==> src/shared/pel_pkg.sv <==
// constants, register map and state types for the pci error classify and log block
package pel_pkg;

  // ==========================================================
  // register byte offsets on apb
  localparam logic [7:0] PEL_OFF_FIRST = 8'h00;
  localparam logic [7:0] PEL_OFF_NEXT = 8'h04;
  localparam logic [7:0] PEL_OFF_LOG_ADDR = 8'h08;
  localparam logic [7:0] PEL_OFF_LOG_DATA = 8'h0C;
  localparam logic [7:0] PEL_OFF_LOG_INFO = 8'h10;
  localparam logic [7:0] PEL_OFF_LOG_HDR = 8'h14;
  localparam logic [7:0] PEL_OFF_GLOBAL = 8'h18;
  localparam logic [7:0] PEL_OFF_SRAM_CAP = 8'h1C;
  localparam logic [7:0] PEL_OFF_CTRL = 8'h20;

  // ==========================================================
  // bit positions in first and next error status
  localparam int PEL_BIT_TABORT = 0;
  localparam int PEL_BIT_MABORT = 1;
  localparam int PEL_BIT_DPERR = 2;
  localparam int PEL_BIT_APERR = 3;

  // bit positions in global error status
  localparam int PEL_GBIT_PCIE_FIRST = 0;
  localparam int PEL_GBIT_PCI_FIRST = 1;
  localparam int PEL_GBIT_SRAM_FIRST = 2;
  localparam int PEL_GBIT_PCIE_NEXT = 3;
  localparam int PEL_GBIT_PCI_NEXT = 4;
  localparam int PEL_GBIT_SRAM_NEXT = 5;

  // control bits
  localparam int PEL_CBIT_SERR_EN = 0;
  localparam int PEL_CBIT_PERR_EN = 1;
  localparam int PEL_CBIT_MSG_EN = 2;
  localparam logic [2:0] PEL_CTRL_RESET = 3'h7;

  // log info field: byte enables in [3:0], error kind in [9:8]
  localparam int PEL_INFO_KIND_LSB = 8;

  // ==========================================================
  // upstream error message codes
  typedef enum logic [1:0] {
    PEL_MSG_COR = 2'b00,
    PEL_MSG_UNC = 2'b01,
    PEL_MSG_FATAL = 2'b10
  } pel_msg_t;

  // ==========================================================
  // whole state of the block
  typedef struct packed {
    logic [3:0] first;
    logic [3:0] next;
    logic [31:0] log_addr;
    logic [31:0] log_data;
    logic [3:0] log_be;
    logic [1:0] log_kind;
    logic [31:0] log_hdr;
    logic [5:0] glob;
    logic [7:0] sram_cap;
    logic [2:0] ctrl;
    logic pend_fatal;
    logic pend_unc;
    logic perr;
    logic serr;
    logic poison;
    logic drop;
    logic cpl;
    logic [31:0] rdata;
    logic slverr;
  } pel_state_t;

endpackage

==> src/design/pel_error_log.sv <==
// pci error classification, first/next logging, escalation and apb register file
//
// Chosen here: the placing of the registers and the APB interface to the registers.
`timescale 1ns/1ps

module pel_error_log
  import pel_pkg::*;
(
  input wire logic pclk,
  input wire logic presetn,
  input wire logic pci_rst_n,
  input wire logic psel,
  input wire logic penable,
  input wire logic pwrite,
  input wire logic [7:0] paddr,
  input wire logic [31:0] pwdata,
  output logic [31:0] prdata,
  output logic pready,
  output logic pslverr,
  input wire logic err_target_abort,
  input wire logic err_master_abort,
  input wire logic err_data_parity,
  input wire logic err_addr_parity,
  input wire logic pci_device_select_pin_n,
  input wire logic err_origin_pci,
  input wire logic [31:0] ctx_addr,
  input wire logic [31:0] ctx_data,
  input wire logic [3:0] ctx_be,
  input wire logic [31:0] ctx_hdr,
  input wire logic [31:0] live_addr,
  input wire logic [31:0] live_data,
  input wire logic [3:0] live_be,
  input wire logic [31:0] live_hdr,
  input wire logic pcie_unc_first,
  input wire logic pcie_unc_next,
  input wire logic [7:0] sram_err_unit,
  input wire logic sram_data_err,
  input wire logic sram_addr_err,
  input wire logic sram_dest_internal,
  output logic data_poison,
  output logic txn_drop,
  output logic err_completion,
  output logic msg_valid,
  output logic [1:0] msg_type,
  input wire logic msg_ready,
  output logic pci_data_parity_error_pin_o,
  output logic pci_data_parity_error_pin_oe_n,
  output logic pci_system_error_pin_o,
  output logic pci_system_error_pin_oe_n
);

  // ==========================================================
  // helpers

  // write-one-to-clear mask for one register offset
  function automatic logic [31:0] pel_clr(input logic wr, input logic [7:0] a,
                                          input logic [7:0] off, input logic [31:0] d);
    pel_clr = (wr && (a == off)) ? d : 32'h0000_0000;
  endfunction

  // true when the offset is a mapped register
  function automatic logic pel_mapped(input logic [7:0] a);
    pel_mapped = (a == PEL_OFF_FIRST) || (a == PEL_OFF_NEXT) ||
                 (a == PEL_OFF_LOG_ADDR) || (a == PEL_OFF_LOG_DATA) ||
                 (a == PEL_OFF_LOG_INFO) || (a == PEL_OFF_LOG_HDR) ||
                 (a == PEL_OFF_GLOBAL) || (a == PEL_OFF_SRAM_CAP) ||
                 (a == PEL_OFF_CTRL);
  endfunction

  // true when a four-bit status value holds either fatal kind
  function automatic logic pel_is_fatal(input logic [3:0] k);
    pel_is_fatal = k[PEL_BIT_DPERR] || k[PEL_BIT_APERR];
  endfunction

  // log kind code of a one-hot event; each kind maps to its own bit index
  function automatic logic [1:0] pel_kind(input logic [3:0] b);
    if (b[PEL_BIT_APERR]) begin
      pel_kind = 2'(PEL_BIT_APERR);
    end else if (b[PEL_BIT_DPERR]) begin
      pel_kind = 2'(PEL_BIT_DPERR);
    end else if (b[PEL_BIT_MABORT]) begin
      pel_kind = 2'(PEL_BIT_MABORT);
    end else begin
      pel_kind = 2'(PEL_BIT_TABORT);
    end
  endfunction

  // an sram fault that kills the transaction: a bad address, or bad data
  // headed to an internal endpoint that cannot take poisoned data
  function automatic logic pel_sram_kill(input logic d, input logic a, input logic i);
    pel_sram_kill = (d && i) || a;
  endfunction

  // ==========================================================
  // state
  pel_state_t s_q;
  pel_state_t s_d;

  logic wr_acc;
  logic rd_setup;
  logic claimed;
  logic [3:0] ev;
  logic [3:0] ev_bit;
  logic ev_fatal;
  logic ev_any;
  logic to_first;
  logic first_fatal;
  logic [31:0] clr_first;
  logic [31:0] clr_next;
  logic [31:0] clr_glob;
  logic [31:0] clr_sram;
  logic sram_any;

  // ==========================================================
  // event qualification and classification
  always_comb begin
    // only cycles this bridge claims and that started on pci get logged here
    claimed = !pci_device_select_pin_n && err_origin_pci;
    ev = 4'h0;
    ev[PEL_BIT_TABORT] = err_target_abort && claimed;
    ev[PEL_BIT_MABORT] = err_master_abort && claimed;
    ev[PEL_BIT_DPERR] = err_data_parity && claimed;
    ev[PEL_BIT_APERR] = err_addr_parity && claimed;
    // one event per cycle; fatal kinds win so the log keeps the worst one
    ev_bit = 4'h0;
    if (ev[PEL_BIT_APERR]) begin
      ev_bit[PEL_BIT_APERR] = 1'b1;
    end else if (ev[PEL_BIT_DPERR]) begin
      ev_bit[PEL_BIT_DPERR] = 1'b1;
    end else if (ev[PEL_BIT_TABORT]) begin
      ev_bit[PEL_BIT_TABORT] = 1'b1;
    end else if (ev[PEL_BIT_MABORT]) begin
      ev_bit[PEL_BIT_MABORT] = 1'b1;
    end
    ev_fatal = pel_is_fatal(ev_bit);
    ev_any = |ev_bit;
    first_fatal = pel_is_fatal(s_q.first);
    // a fatal error takes the first slot unless a fatal is already there;
    // a non-fatal only when the first register is entirely clear
    if (ev_fatal) begin
      to_first = !first_fatal;
    end else begin
      to_first = (s_q.first == 4'h0);
    end
    // any sram report, whatever the unit or kind, feeds the global sram bits
    sram_any = (|sram_err_unit) || sram_data_err || sram_addr_err;
  end

  // ==========================================================
  // apb decode: zero wait states, read data latched in the setup cycle
  // an event landing in the access cycle shows only on the next read
  assign wr_acc = psel && penable && pwrite;
  assign rd_setup = psel && !penable;
  assign pready = psel && penable;
  assign prdata = s_q.rdata;
  assign pslverr = s_q.slverr && psel && penable;

  // write-one-to-clear masks for each sticky register
  // log registers have no read side effects; only status and capture clear
  always_comb begin
    clr_first = pel_clr(wr_acc, paddr, PEL_OFF_FIRST, pwdata);
    clr_next = pel_clr(wr_acc, paddr, PEL_OFF_NEXT, pwdata);
    clr_glob = pel_clr(wr_acc, paddr, PEL_OFF_GLOBAL, pwdata);
    clr_sram = pel_clr(wr_acc, paddr, PEL_OFF_SRAM_CAP, pwdata);
  end

  // ==========================================================
  // next-state logic
  always_comb begin
    s_d = s_q;

    // status clears first, so a set arriving in the same cycle wins
    s_d.first = s_q.first & ~clr_first[3:0];
    s_d.next = s_q.next & ~clr_next[3:0];
    s_d.glob = s_q.glob & ~clr_glob[5:0];
    s_d.sram_cap = s_q.sram_cap & ~clr_sram[7:0];

    if (ev_any && to_first) begin
      // a fatal first error replaces only the fatal pair, leaving any
      // non-fatal bit visible so software can see the override happened
      if (ev_fatal) begin
        s_d.first[PEL_BIT_DPERR] = ev_bit[PEL_BIT_DPERR];
        s_d.first[PEL_BIT_APERR] = ev_bit[PEL_BIT_APERR];
      end else begin
        s_d.first[PEL_BIT_TABORT] = ev_bit[PEL_BIT_TABORT];
        s_d.first[PEL_BIT_MABORT] = ev_bit[PEL_BIT_MABORT];
      end
      s_d.glob[PEL_GBIT_PCI_FIRST] = 1'b1;
      // the single log captures whichever error took the first slot
      s_d.log_kind = pel_kind(ev_bit);
      if (ev_bit[PEL_BIT_APERR]) begin
        // the address itself is suspect, so only pin values help decode it
        s_d.log_addr = live_addr;
        s_d.log_data = live_data;
        s_d.log_be = live_be;
        s_d.log_hdr = live_hdr;
      end else if (ev_bit[PEL_BIT_DPERR]) begin
        s_d.log_addr = ctx_addr;
        s_d.log_data = live_data;
        s_d.log_be = live_be;
        s_d.log_hdr = live_hdr;
      end else begin
        // ctx_addr carries the original request address for split cycles
        s_d.log_addr = ctx_addr;
        s_d.log_data = ctx_data;
        s_d.log_be = ctx_be;
        s_d.log_hdr = ctx_hdr;
      end
    end else if (ev_any) begin
      // no transaction details for later errors, status bit only
      s_d.next = s_d.next | ev_bit;
      s_d.glob[PEL_GBIT_PCI_NEXT] = 1'b1;
    end

    // pcie side reports only uncorrectable first and next events here
    if (pcie_unc_first) begin
      s_d.glob[PEL_GBIT_PCIE_FIRST] = 1'b1;
    end
    if (pcie_unc_next) begin
      s_d.glob[PEL_GBIT_PCIE_NEXT] = 1'b1;
    end

    // all sram errors fold into the global sram first and next bits; units kept apart in capture
    s_d.sram_cap = s_d.sram_cap | sram_err_unit;
    if (sram_any) begin
      if (!s_q.glob[PEL_GBIT_SRAM_FIRST]) begin
        s_d.glob[PEL_GBIT_SRAM_FIRST] = 1'b1;
      end else begin
        s_d.glob[PEL_GBIT_SRAM_NEXT] = 1'b1;
      end
    end

    // sram data and address faults on the current transaction
    s_d.poison = sram_data_err && !sram_dest_internal;
    s_d.drop = pel_sram_kill(sram_data_err, sram_addr_err, sram_dest_internal);
    s_d.cpl = pel_sram_kill(sram_data_err, sram_addr_err, sram_dest_internal);

    // upstream messages: pending until taken, a new event wins over the take
    // fatal drains before uncorrectable so the worst news goes upstream first
    if (msg_ready && msg_valid) begin
      if (s_q.pend_fatal) begin
        s_d.pend_fatal = 1'b0;
      end else begin
        s_d.pend_unc = 1'b0;
      end
    end
    if (s_q.ctrl[PEL_CBIT_MSG_EN]) begin
      if (ev_any && ev_fatal) begin
        s_d.pend_fatal = 1'b1;
      end
      if ((ev_any && !ev_fatal) || sram_data_err || sram_addr_err) begin
        s_d.pend_unc = 1'b1;
      end
    end

    // pin pulses: one cycle of low drive per qualifying error
    // no stretching: errors on back-to-back cycles give one longer low drive
    s_d.perr = ev[PEL_BIT_DPERR] && s_q.ctrl[PEL_CBIT_PERR_EN];
    s_d.serr = ev_fatal && s_q.ctrl[PEL_CBIT_SERR_EN];

    // control register write
    if (wr_acc && (paddr == PEL_OFF_CTRL)) begin
      s_d.ctrl = pwdata[2:0];
    end

    // read data captured in setup so it stands for the whole access phase
    if (rd_setup) begin
      s_d.slverr = !pel_mapped(paddr);
      case (paddr)
        PEL_OFF_FIRST: s_d.rdata = {28'h0000000, s_q.first};
        PEL_OFF_NEXT: s_d.rdata = {28'h0000000, s_q.next};
        PEL_OFF_LOG_ADDR: s_d.rdata = s_q.log_addr;
        PEL_OFF_LOG_DATA: s_d.rdata = s_q.log_data;
        PEL_OFF_LOG_INFO: s_d.rdata = {22'h0, s_q.log_kind, 4'h0, s_q.log_be};
        PEL_OFF_LOG_HDR: s_d.rdata = s_q.log_hdr;
        PEL_OFF_GLOBAL: s_d.rdata = {26'h0, s_q.glob};
        PEL_OFF_SRAM_CAP: s_d.rdata = {24'h000000, s_q.sram_cap};
        PEL_OFF_CTRL: s_d.rdata = {29'h0, s_q.ctrl};
        default: s_d.rdata = 32'h0000_0000;
      endcase
    end

    // secondary reset restores control to its reset value and clears signalling but never the logs
    if (!pci_rst_n) begin
      s_d.ctrl = PEL_CTRL_RESET;
      s_d.pend_fatal = 1'b0;
      s_d.pend_unc = 1'b0;
      s_d.perr = 1'b0;
      s_d.serr = 1'b0;
      s_d.poison = 1'b0;
      s_d.drop = 1'b0;
      s_d.cpl = 1'b0;
    end
  end

  // ==========================================================
  // state register; presetn is the power-good reset, the only one
  // that wipes the logs
  always_ff @(posedge pclk or negedge presetn) begin
    if (!presetn) begin
      s_q <= '0;
      s_q.ctrl <= PEL_CTRL_RESET;
    end else begin
      s_q <= s_d;
    end
  end

  // ==========================================================
  // outputs
  // sram fault indications are registered one-cycle pulses
  assign data_poison = s_q.poison;
  assign txn_drop = s_q.drop;
  assign err_completion = s_q.cpl;
  assign msg_valid = s_q.pend_fatal || s_q.pend_unc;
  // fatal goes first; correctable is never produced by pci bus errors
  assign msg_type = s_q.pend_fatal ? 2'(PEL_MSG_FATAL) : 2'(PEL_MSG_UNC);
  // both pins only ever pull low; the enable is active low
  assign pci_data_parity_error_pin_o = 1'b0;
  assign pci_data_parity_error_pin_oe_n = !s_q.perr;
  assign pci_system_error_pin_o = 1'b0;
  assign pci_system_error_pin_oe_n = !s_q.serr;

endmodule // pel_error_log

==> config.mk <==
export PLATFORM = sky130hd
export DESIGN_NAME = pel_error_log
export DESIGN_NICKNAME = d
export VERILOG_FILES = /design/src/shared/pel_pkg.sv /design/src/design/pel_error_log.sv
export SDC_FILE = /design/constraint.sdc
export NUM_CORES = 1
export LEC_CHECK = 0
export BUFFER_PORTS_ARGS = -buffer_cell sky130_fd_sc_hd__buf_4
export CORE_MARGIN = 2
export CORE_UTILIZATION = 50
export CTS_BUF_LIST = sky130_fd_sc_hd__clkbuf_8
export DETAILED_ROUTE_END_ITERATION = 7
export PLACE_DENSITY = 0.81
export SLEW_MARGIN = 20
export SYNTH_ARGS = -nofsm -noshare
export SYNTH_HDL_FRONTEND = slang
export SYNTH_SLANG_ARGS = --single-unit
==> constraint.sdc <==
create_clock -name pclk -period 3.1 [get_ports pclk]
set_input_delay 0.465 -clock pclk [delete_from_list [all_inputs] [get_ports pclk]]
set_output_delay 0.465 -clock pclk [all_outputs]
set_load 0.01 [all_outputs]
==> summary by stage, run 1 <==
Outcome
The flow ran to the end, and the final reports show no timing, DRC or antenna violations.

Synth
The share of async-settable or async-resettable flops after synthesis is 100%. The share of the yosys chip area belonging to registers is 50.1%. Summed over its instances, the top area cell type makes up 49.1% of the synthesized netlist area. The synthesized design contains 166 register bits. The number of synthesized flops with an enable pin is 0.

The cell area after synthesis is 0.00830 mm^2. sky130_fd_sc_hd__dfrtp_1 takes more of the synthesized area than any other cell. The number of warnings printed during yosys synthesis is 0. The most frequently used flop master after synthesis is sky130_fd_sc_hd__dfrtp_1. Averaged over all synthesized cells, the footprint is 10.7 um^2. The number of instances in the synthesized netlist is 777. Counting distinct cell types in the post-synthesis netlist gives 56. After synthesis, the cell types taking the most area are sky130_fd_sc_hd__dfrtp_1 49%, sky130_fd_sc_hd__a221o_1 8.2%, sky130_fd_sc_hd__mux2i_1 5.3%.

Timing
The worst slew margin relative to its limit is 44.4%. Adding up every negative setup slack in the final design gives 0 ps. The clock arrives with 19.0 ps of skew. At the pin with the least slew margin, the transition time is 827 ps. The number of hold violations in the final report is 0. Setup repair after global routing left no endpoint under its margin. Static timing analysis puts the maximum clock frequency at 440 MHz. Setup violations remaining at the end of the flow were counted as 0.

The worst path uses 73.4% of the clock period. The final count of pins violating max slew is 0. The time the final worst path needs with I/O delays and setup is 2270 ps.

CTS
The clock passes through at most 2 buffers. In this run the clock root is driven by a sky130_fd_sc_hd__clkbuf_8. The post-cts resize count is 0. The H-tree level count is 4. Hold repair after CTS inserted 0 buffers.

Buffers added to address setup during post-CTS repair amount to 0. The clock slew at the register clock pins of the worst setup and hold paths is 90 ps. TritonCTS built the clock tree. The TritonCTS buffer count is 17. The sink count of the clock tree is 166. The worst-skew pair later-pin latency is 460 ps.

Placed design
The HPWL after detailed placement is 17600 um. The instance area at placement is 0.0104 mm^2. Port buffering added 283 buffers. At the end of routability-driven placement, the weighted congestion stood at 0.880.

Pwr
The total design power is 6.12 mW. For this design the static power due to leakage is 5.17 nW. In this run the power density over the cells is 568 mW/mm^2. The maximum vdd drop is 278 uV.

Global routing
The largest net degree at the start of global routing is 105. The via count of the first global-routing pass is 7159. The first global-routing pass estimated 38100 um of wire.

The initial antenna violation count was 0. Global routing used 28.0% of the available tracks across all layers. The overflow left after global routing is 0.

Detailed routing
The number of optimization iterations in the first detailed-route pass is 5. The overall routed net length is 24500 um. The number of DRC markers in iteration 0 is 587. The detail route stage leaves a number of antenna-violating nets equal to 0.

In the final routed layout, each cell accounts on average for 19.8 um. The total DRC errors in the routed layout is 0. For this block, the via count after detailed routing is 7108. In the routed layout, each cell is associated on average with a via count of 5.75.

Floorplanning
Row generation in the floorplan step produced 47 rows. The die is 133 um wide. The overall die area is 0.0177 mm^2.

The die span in y is 133 um. The core outline area is 0.0164 mm^2. The count of pins on the block boundary is 310. Once the floorplan was initialized, standard cells occupied 50.6% of the core.

Final layout
The filler cell count is 1307. The net count of the finished layout is 1271. Cells with a size suffix above 1 make up 35.6% of the layout. The area of combinational cells with multiple inputs is 0.00365 mm^2.

The summed area of non-filler cells in the final layout is 0.0108 mm^2. The sequential cell area in the final layout is 0.00416 mm^2. The synthesis-to-finish area growth is 29.9%.

The repair_antennas step left the layout with diodes totalling 0. Cells fill 65.7% of the core in the end.

Job
The max-capacitance violation count is 0.

Worst setup path
STA puts the critical path data arrival time at 2610 ps. The worst flop-to-flop path endpoint is s_q[105]. The worst register-to-register path begins at s_q[165]. The sort of element at the end of the critical path is a register. The setup slack of the worst register-to-register path is 830 ps. The worst path required time is 3440 ps. Of all nets on the critical path, the largest fanout is 104. The cell count of the worst reg-to-reg path is 5.

The kind of critical path is reg -> reg. The category of the worst setup path launch point is a register.

Min path
The tightest min-delay check is of the in -> async type.
==> critical path, stage by stage (launching register included) <==
cell and delay [ps]:
sky130_fd_sc_hd__dfrtp_1 440, sky130_fd_sc_hd__nor2_1 450, sky130_fd_sc_hd__o2111ai_4 370, sky130_fd_sc_hd__buf_12 310, sky130_fd_sc_hd__and2_1 250, sky130_fd_sc_hd__a221o_1 260
==> layout make-up <==
cell class | count | area share, %
Tap cell | 220 | 2.55
Multi-Input combinational cell | 513 | 33.9
Timing Repair Buffer | 302 | 21.5
Sequential cell | 166 | 38.6
Inverter | 5 | 0.174
Clock inverter | 11 | 0.731
Clock buffer | 20 | 2.55
==> flip-flops by register name, indices dropped and copies added (netlist names) <==
name / cells
data_poison: 1
err_completion: 1
prdata: 32
s_q: 132
==> cells by family (layout without fill, tap and decap cells) <==
group,Yosys count,after routing,share of synthesized area [%]
other,1,2,0.0452
AND/OR/NAND/NOR,224,224,14.4
AO/OA/AOI/OAI,235,235,21.9
buffers and inverters,99,338,6.56
multiplexers,52,52,7.07
flip-flops,166,166,50.1
==> layer usage <==
metal / wire [um] / share of wire (%) / track usage (%) / vias to the layer above
li1: - / - / - / 3296
met1: 10000 / 41 / 36.7 / 3417
met2: 11700 / 48 / 44.8 / 341
met3: 2120 / 8.6 / 7.85 / 54
met4: 678 / 2.8 / 10.2 / 0
met5: 0 / 0 / 0 / -
==> synthesized netlist by cell type, drive strengths merged (6+ instances only) <==
cell / count
dfrtp: 163
nand2: 86
and2: 70
a221o: 68
o21ai: 62
buf: 59
mux2i: 44
clkbuf: 35
a22o: 32
a22oi: 24
nor2: 15
a21o: 12
nand3: 8
nor2b: 8
nor4: 8
a21oi: 7
o22ai: 7
nor3: 6
o2bb2ai: 6
==> metrics by stage <==
| step | hold WS [ps] | std cells | setup WS, ps |
|---|---|---|---|
| floorplan | 169 | 778 | 1040 |
| global placement | 454 | 1206 | 564 |
| detailed placement | 459 | 1206 | 574 |
| CTS | 66.8 | 1237 | 923 |
| global route | 112 | 1237 | 752 |
| finish | 47.2 | 1237 | 825 |
==> cells in the final DEF, fill, tap and decap left out, types with 5 or more instances in the layout <==
cell,Yosys,final
sky130_fd_sc_hd__a21o_1,12,12
sky130_fd_sc_hd__a21oi_1,7,7
sky130_fd_sc_hd__a221o_1,68,68
sky130_fd_sc_hd__a22o_1,32,32
sky130_fd_sc_hd__a22oi_1,24,24
sky130_fd_sc_hd__and2_1,70,70
sky130_fd_sc_hd__buf_4,36,297
sky130_fd_sc_hd__clkbuf_8,0,20
sky130_fd_sc_hd__clkinvlp_4,0,5
sky130_fd_sc_hd__dfrtp_1,163,163
sky130_fd_sc_hd__inv_1,5,5
sky130_fd_sc_hd__mux2i_1,44,44
sky130_fd_sc_hd__mux4_2,5,5
sky130_fd_sc_hd__nand2_1,86,85
sky130_fd_sc_hd__nand2b_1,5,5
sky130_fd_sc_hd__nand3_1,8,8
sky130_fd_sc_hd__nor2_1,15,15
sky130_fd_sc_hd__nor2b_1,8,6
sky130_fd_sc_hd__nor3_1,6,5
sky130_fd_sc_hd__nor4_1,5,5
sky130_fd_sc_hd__o21ai_0,57,56
sky130_fd_sc_hd__o21ai_1,5,5
sky130_fd_sc_hd__o22ai_1,7,7
sky130_fd_sc_hd__o2bb2ai_1,6,6
==> power breakdown <==
group / leakage [nW] / switching, mW / internal [mW] / total (mW)
clock: 0.169 / 0.791 / 0.611 / 1.40
sequential: 2.09 / 0.376 / 2.77 / 3.14
combinational: 2.92 / 0.661 / 0.912 / 1.57
==> worst max-delay path by stage <==
stage | from | to | slack, ps | cells past startpoint
2_1_floorplan | paddr[1] | s_q[42] | 1040 | 6
3_3_place_gp | paddr[2] | prdata[30] | 560 | 6
3_5_place_dp | paddr[1] | prdata[28] | 570 | 6
4_1_cts | s_q[166] | s_q[86] | 920 | 5
5_1_grt | s_q[165] | s_q[105] | 750 | 5
6_report | s_q[165] | s_q[105] | 830 | 5
No activity file was read; power rests on OpenSTA's default activity.
==> run 2: changes to the inputs <==
--- a/config.mk
+++ b/config.mk
@@ -7,10 +7,10 @@
 export LEC_CHECK = 0
 export BUFFER_PORTS_ARGS = -buffer_cell sky130_fd_sc_hd__buf_4
 export CORE_MARGIN = 2
-export CORE_UTILIZATION = 50
+export CORE_UTILIZATION = 46
 export CTS_BUF_LIST = sky130_fd_sc_hd__clkbuf_8
 export DETAILED_ROUTE_END_ITERATION = 7
-export PLACE_DENSITY = 0.81
+export PLACE_DENSITY = 0.78
 export SLEW_MARGIN = 20
 export SYNTH_ARGS = -nofsm -noshare
 export SYNTH_HDL_FRONTEND = slang
==> constraint.sdc (replaced) <==
create_clock -name pclk -period 1.9 [get_ports pclk]
set_input_delay 0.285 -clock pclk [delete_from_list [all_inputs] [get_ports pclk]]
set_output_delay 0.285 -clock pclk [all_outputs]
set_load 0.01 [all_outputs]
==> run 2 against run 1 <==
Non-clock buffer count is 38 higher. Register-to-register slack lost 680 ps. Via count up 2.3%. Global-route usage shrank 1.2 points. Sequential cell count is the same. Largest power group unchanged.
==> summary by stage, run 2 (synthesis gave the netlist of run 1 again) <==
Outcome
The flow ran to the end, and the final reports show no timing, DRC or antenna violations.

Floorplanning
The overall die area came to 0.0191 mm^2 (+8.4%). The die span in y was 138 um (+4.1%). The count of pins on the block boundary is 310 (unchanged).

The core outline area came to 0.0178 mm^2 (+8.7%). The count of standard-cell rows is 49 (+4.3%). The initial core utilization is 46.5% (-4.1 points).

The horizontal extent of the die is 138 um (+4.1%).

Timing
The minimum hold slack came to 30.8 ps (-16.5 ps). The final worst-path cycle share is 92.3% (+19 points). The final count of pins violating max slew was 0 (unchanged). The time the final worst path needs with I/O delays and setup came to 1750 ps (-521 ps). The maximum frequency from static timing analysis is 570 MHz (+30%).

The number of failing setup endpoints in the final timing report is 0 (unchanged). The actual transition at the worst max-transition pin is 746 ps (-81.2 ps). Setup repair after global routing left no endpoint under its margin. The aggregate negative setup slack came to 0 ps (unchanged). The final worst setup slack is 146 ps (-679 ps). The number of hold violations in the final report is 0 (unchanged). The worst slew margin relative to its limit was 50.2% (+5.8 points). The final worst clock skew is 11.2 ps (-7.77 ps).

Worst setup path
The worst setup path is captured at a register. The worst setup path is launched from a register. The maximum fanout along the worst path is 45 (-57%).

The worst path required time was 2250 ps (-1190 ps). The endpoint arrival time on the critical path is 2100 ps (-510 ps). The kind of critical path is reg -> reg.

Final layout
The number of antenna diodes is 0 (unchanged). The commonest non-fill, non-tap cell in the layout is sky130_fd_sc_hd__buf_4. The share of layout cells above drive strength 1 is 36.6% (+0.99 points).

The library cells used most frequently in the layout, excluding fill and tap cells, are 311 x sky130_fd_sc_hd__buf_4, 163 x sky130_fd_sc_hd__dfrtp_1, 85 x sky130_fd_sc_hd__nand2_1, 70 x sky130_fd_sc_hd__and2_1, 68 x sky130_fd_sc_hd__a221o_1. The summed area of non-filler cells in the final layout is 0.0113 mm^2 (+4.8%). The flip-flop count of the largest register after layout was 132 (unchanged). The filler cell count is 1427 (+9.2%). The sequential cell area in the final layout is 0.00416 mm^2 (unchanged). The register name with the most flops is s_q. The net count of the finished layout is 1309 (+3.0%). From synthesis to final layout, the design area changed by 36.1%. The area of combinational cells with multiple inputs is 0.00365 mm^2 (about the same).

CTS
The cell chosen for the clock root is sky130_fd_sc_hd__clkbuf_8. The sink count of the clock tree came to 166 (unchanged). The worst-skew pair later-pin latency is 470 ps (about the same). The TritonCTS buffer count was 17 (unchanged). The clock tree from TritonCTS is done. The H-tree level count is 4 (unchanged). The post-CTS setup buffer count is 0 (unchanged). The clock slew at the register clock pins of the worst setup and hold paths is 90 ps (about the same).

The number of buffers on the longest clock path was 2 (unchanged).

Pwr
The power density normalized to cell area is 925 mW/mm^2 (+63%). The maximum vdd drop is 497 uV (+79%). The leakage power of the design is 5.44 nW (+5.1%).

Global routing
The initial antenna violation count is 0 (unchanged). The overall track demand over capacity in global routing was 26.8% (-1.2 points). The via count of the first global-routing pass is 7385 (+3.2%). The first-pass GRT wire length is 39900 um (+4.6%). The overflow left after global routing is 0 (unchanged). The largest net degree at the start of global routing is 57 (-46%).

Detailed routing
The number of nets with antenna violations after detailed routing is 0 (unchanged). The via count normalized by instance count is 5.66 (-1.4%). The total DRC errors in the routed layout is 0 (unchanged). The number of optimization iterations in the first detailed-route pass came to 5 (unchanged). The overall routed net length is 25700 um (+4.9%).

The total via count after detailed routing was 7272 (+2.3%). The per-cell routed wire length came to 20.0 um (+1.0%). The number of DRC markers in iteration 0 was 596 (+1.5%).

Min path
The worst min-delay path category is in -> reg.

Placed design
The final weighted congestion in routability-driven placement is 0.907 (+3.1%). The placement-stage worst setup slack is -57.1 ps (-631 ps). The HPWL after detailed placement is 18800 um (+7.0%). The number of input and output port buffers inserted is 283 (unchanged).

The instance area at placement is 0.0108 mm^2 (+3.2%).

Job
The max-capacitance violation count is 0 (unchanged).
[run 2: cell count changes in the layout (fill, tap and decap cells not counted), sizes merged]
| cell | delta |
|---|---|
| buf | +25 |
| dlygate4sd3 | +13 |
| clkinv | -4 |
| inv | +3 |
| bufinv | +2 |
| clkinvlp | -2 |
| clkbuf | +1 |
[run 2: layout make-up]
cell class | instances | share of cell area (%)
clock buffers | 21 | 2.56
inverters | 5 | 0.166
flip-flops and latches | 166 | 36.8
clock inverters | 10 | 1.07
repair buffers | 340 | 24.6
well taps | 229 | 2.54
multi-input cells | 513 | 32.3
[run 2: where the power goes]
part / total, mW / internal (mW) / switching, mW
sequential: 5.13 / 4.52 / 0.613
combinational: 2.69 / 1.57 / 1.11
clock: 2.64 / 1.31 / 1.33
[run 2: per-layer routing]
metal / up-vias / global-route usage, % / routed length (um)
met5: - / 0 / 0
met4: 0 / 8.59 / 539
met3: 40 / 6.37 / 1870
met2: 318 / 44.5 / 12800
met1: 3546 / 34.9 / 10500
li1: 3368 / - / -
[run 2: worst max-delay path, stage by stage, from the launching register on]
cell                        delay (ps)
sky130_fd_sc_hd__dfrtp_1           430
sky130_fd_sc_hd__nor2_1            230
sky130_fd_sc_hd__o2111ai_4         250
sky130_fd_sc_hd__buf_12            260
sky130_fd_sc_hd__and2_1            180
sky130_fd_sc_hd__a221o_1           280
[run 2: metrics by stage]
step / utilization, % / instances / power, mW
after detailed placement: 60.3 / 1240 / 7.81
after global placement: 60.3 / 1240 / 7.73
after floorplan: - / 778 / 6.61
after CTS: 63.3 / 1283 / 10.5
after global routing: 63.3 / 1284 / 11.0
final: 63.3 / 1284 / 10.5
[run 2: final timing paths]
kind	to	slack (ps)	cells after the start	start
max	s_q[107]	150	5	s_q[165]
min	s_q[123]	30	2	live_data[28]
max reg2reg	s_q[107]	150	5	s_q[165]
min reg2reg	s_q[90]	480	1	s_q[90]
max in group asynchronous	s_q[88]	960	3	presetn
min in group asynchronous	prdata[28]	280	2	presetn
[run 2: timing repair]
action / 4_1_cts / 5_1_grt
gates resized for setup: 0 / 0
hold buffers: 12 / 1
hold endpoints to repair: 44 / 1
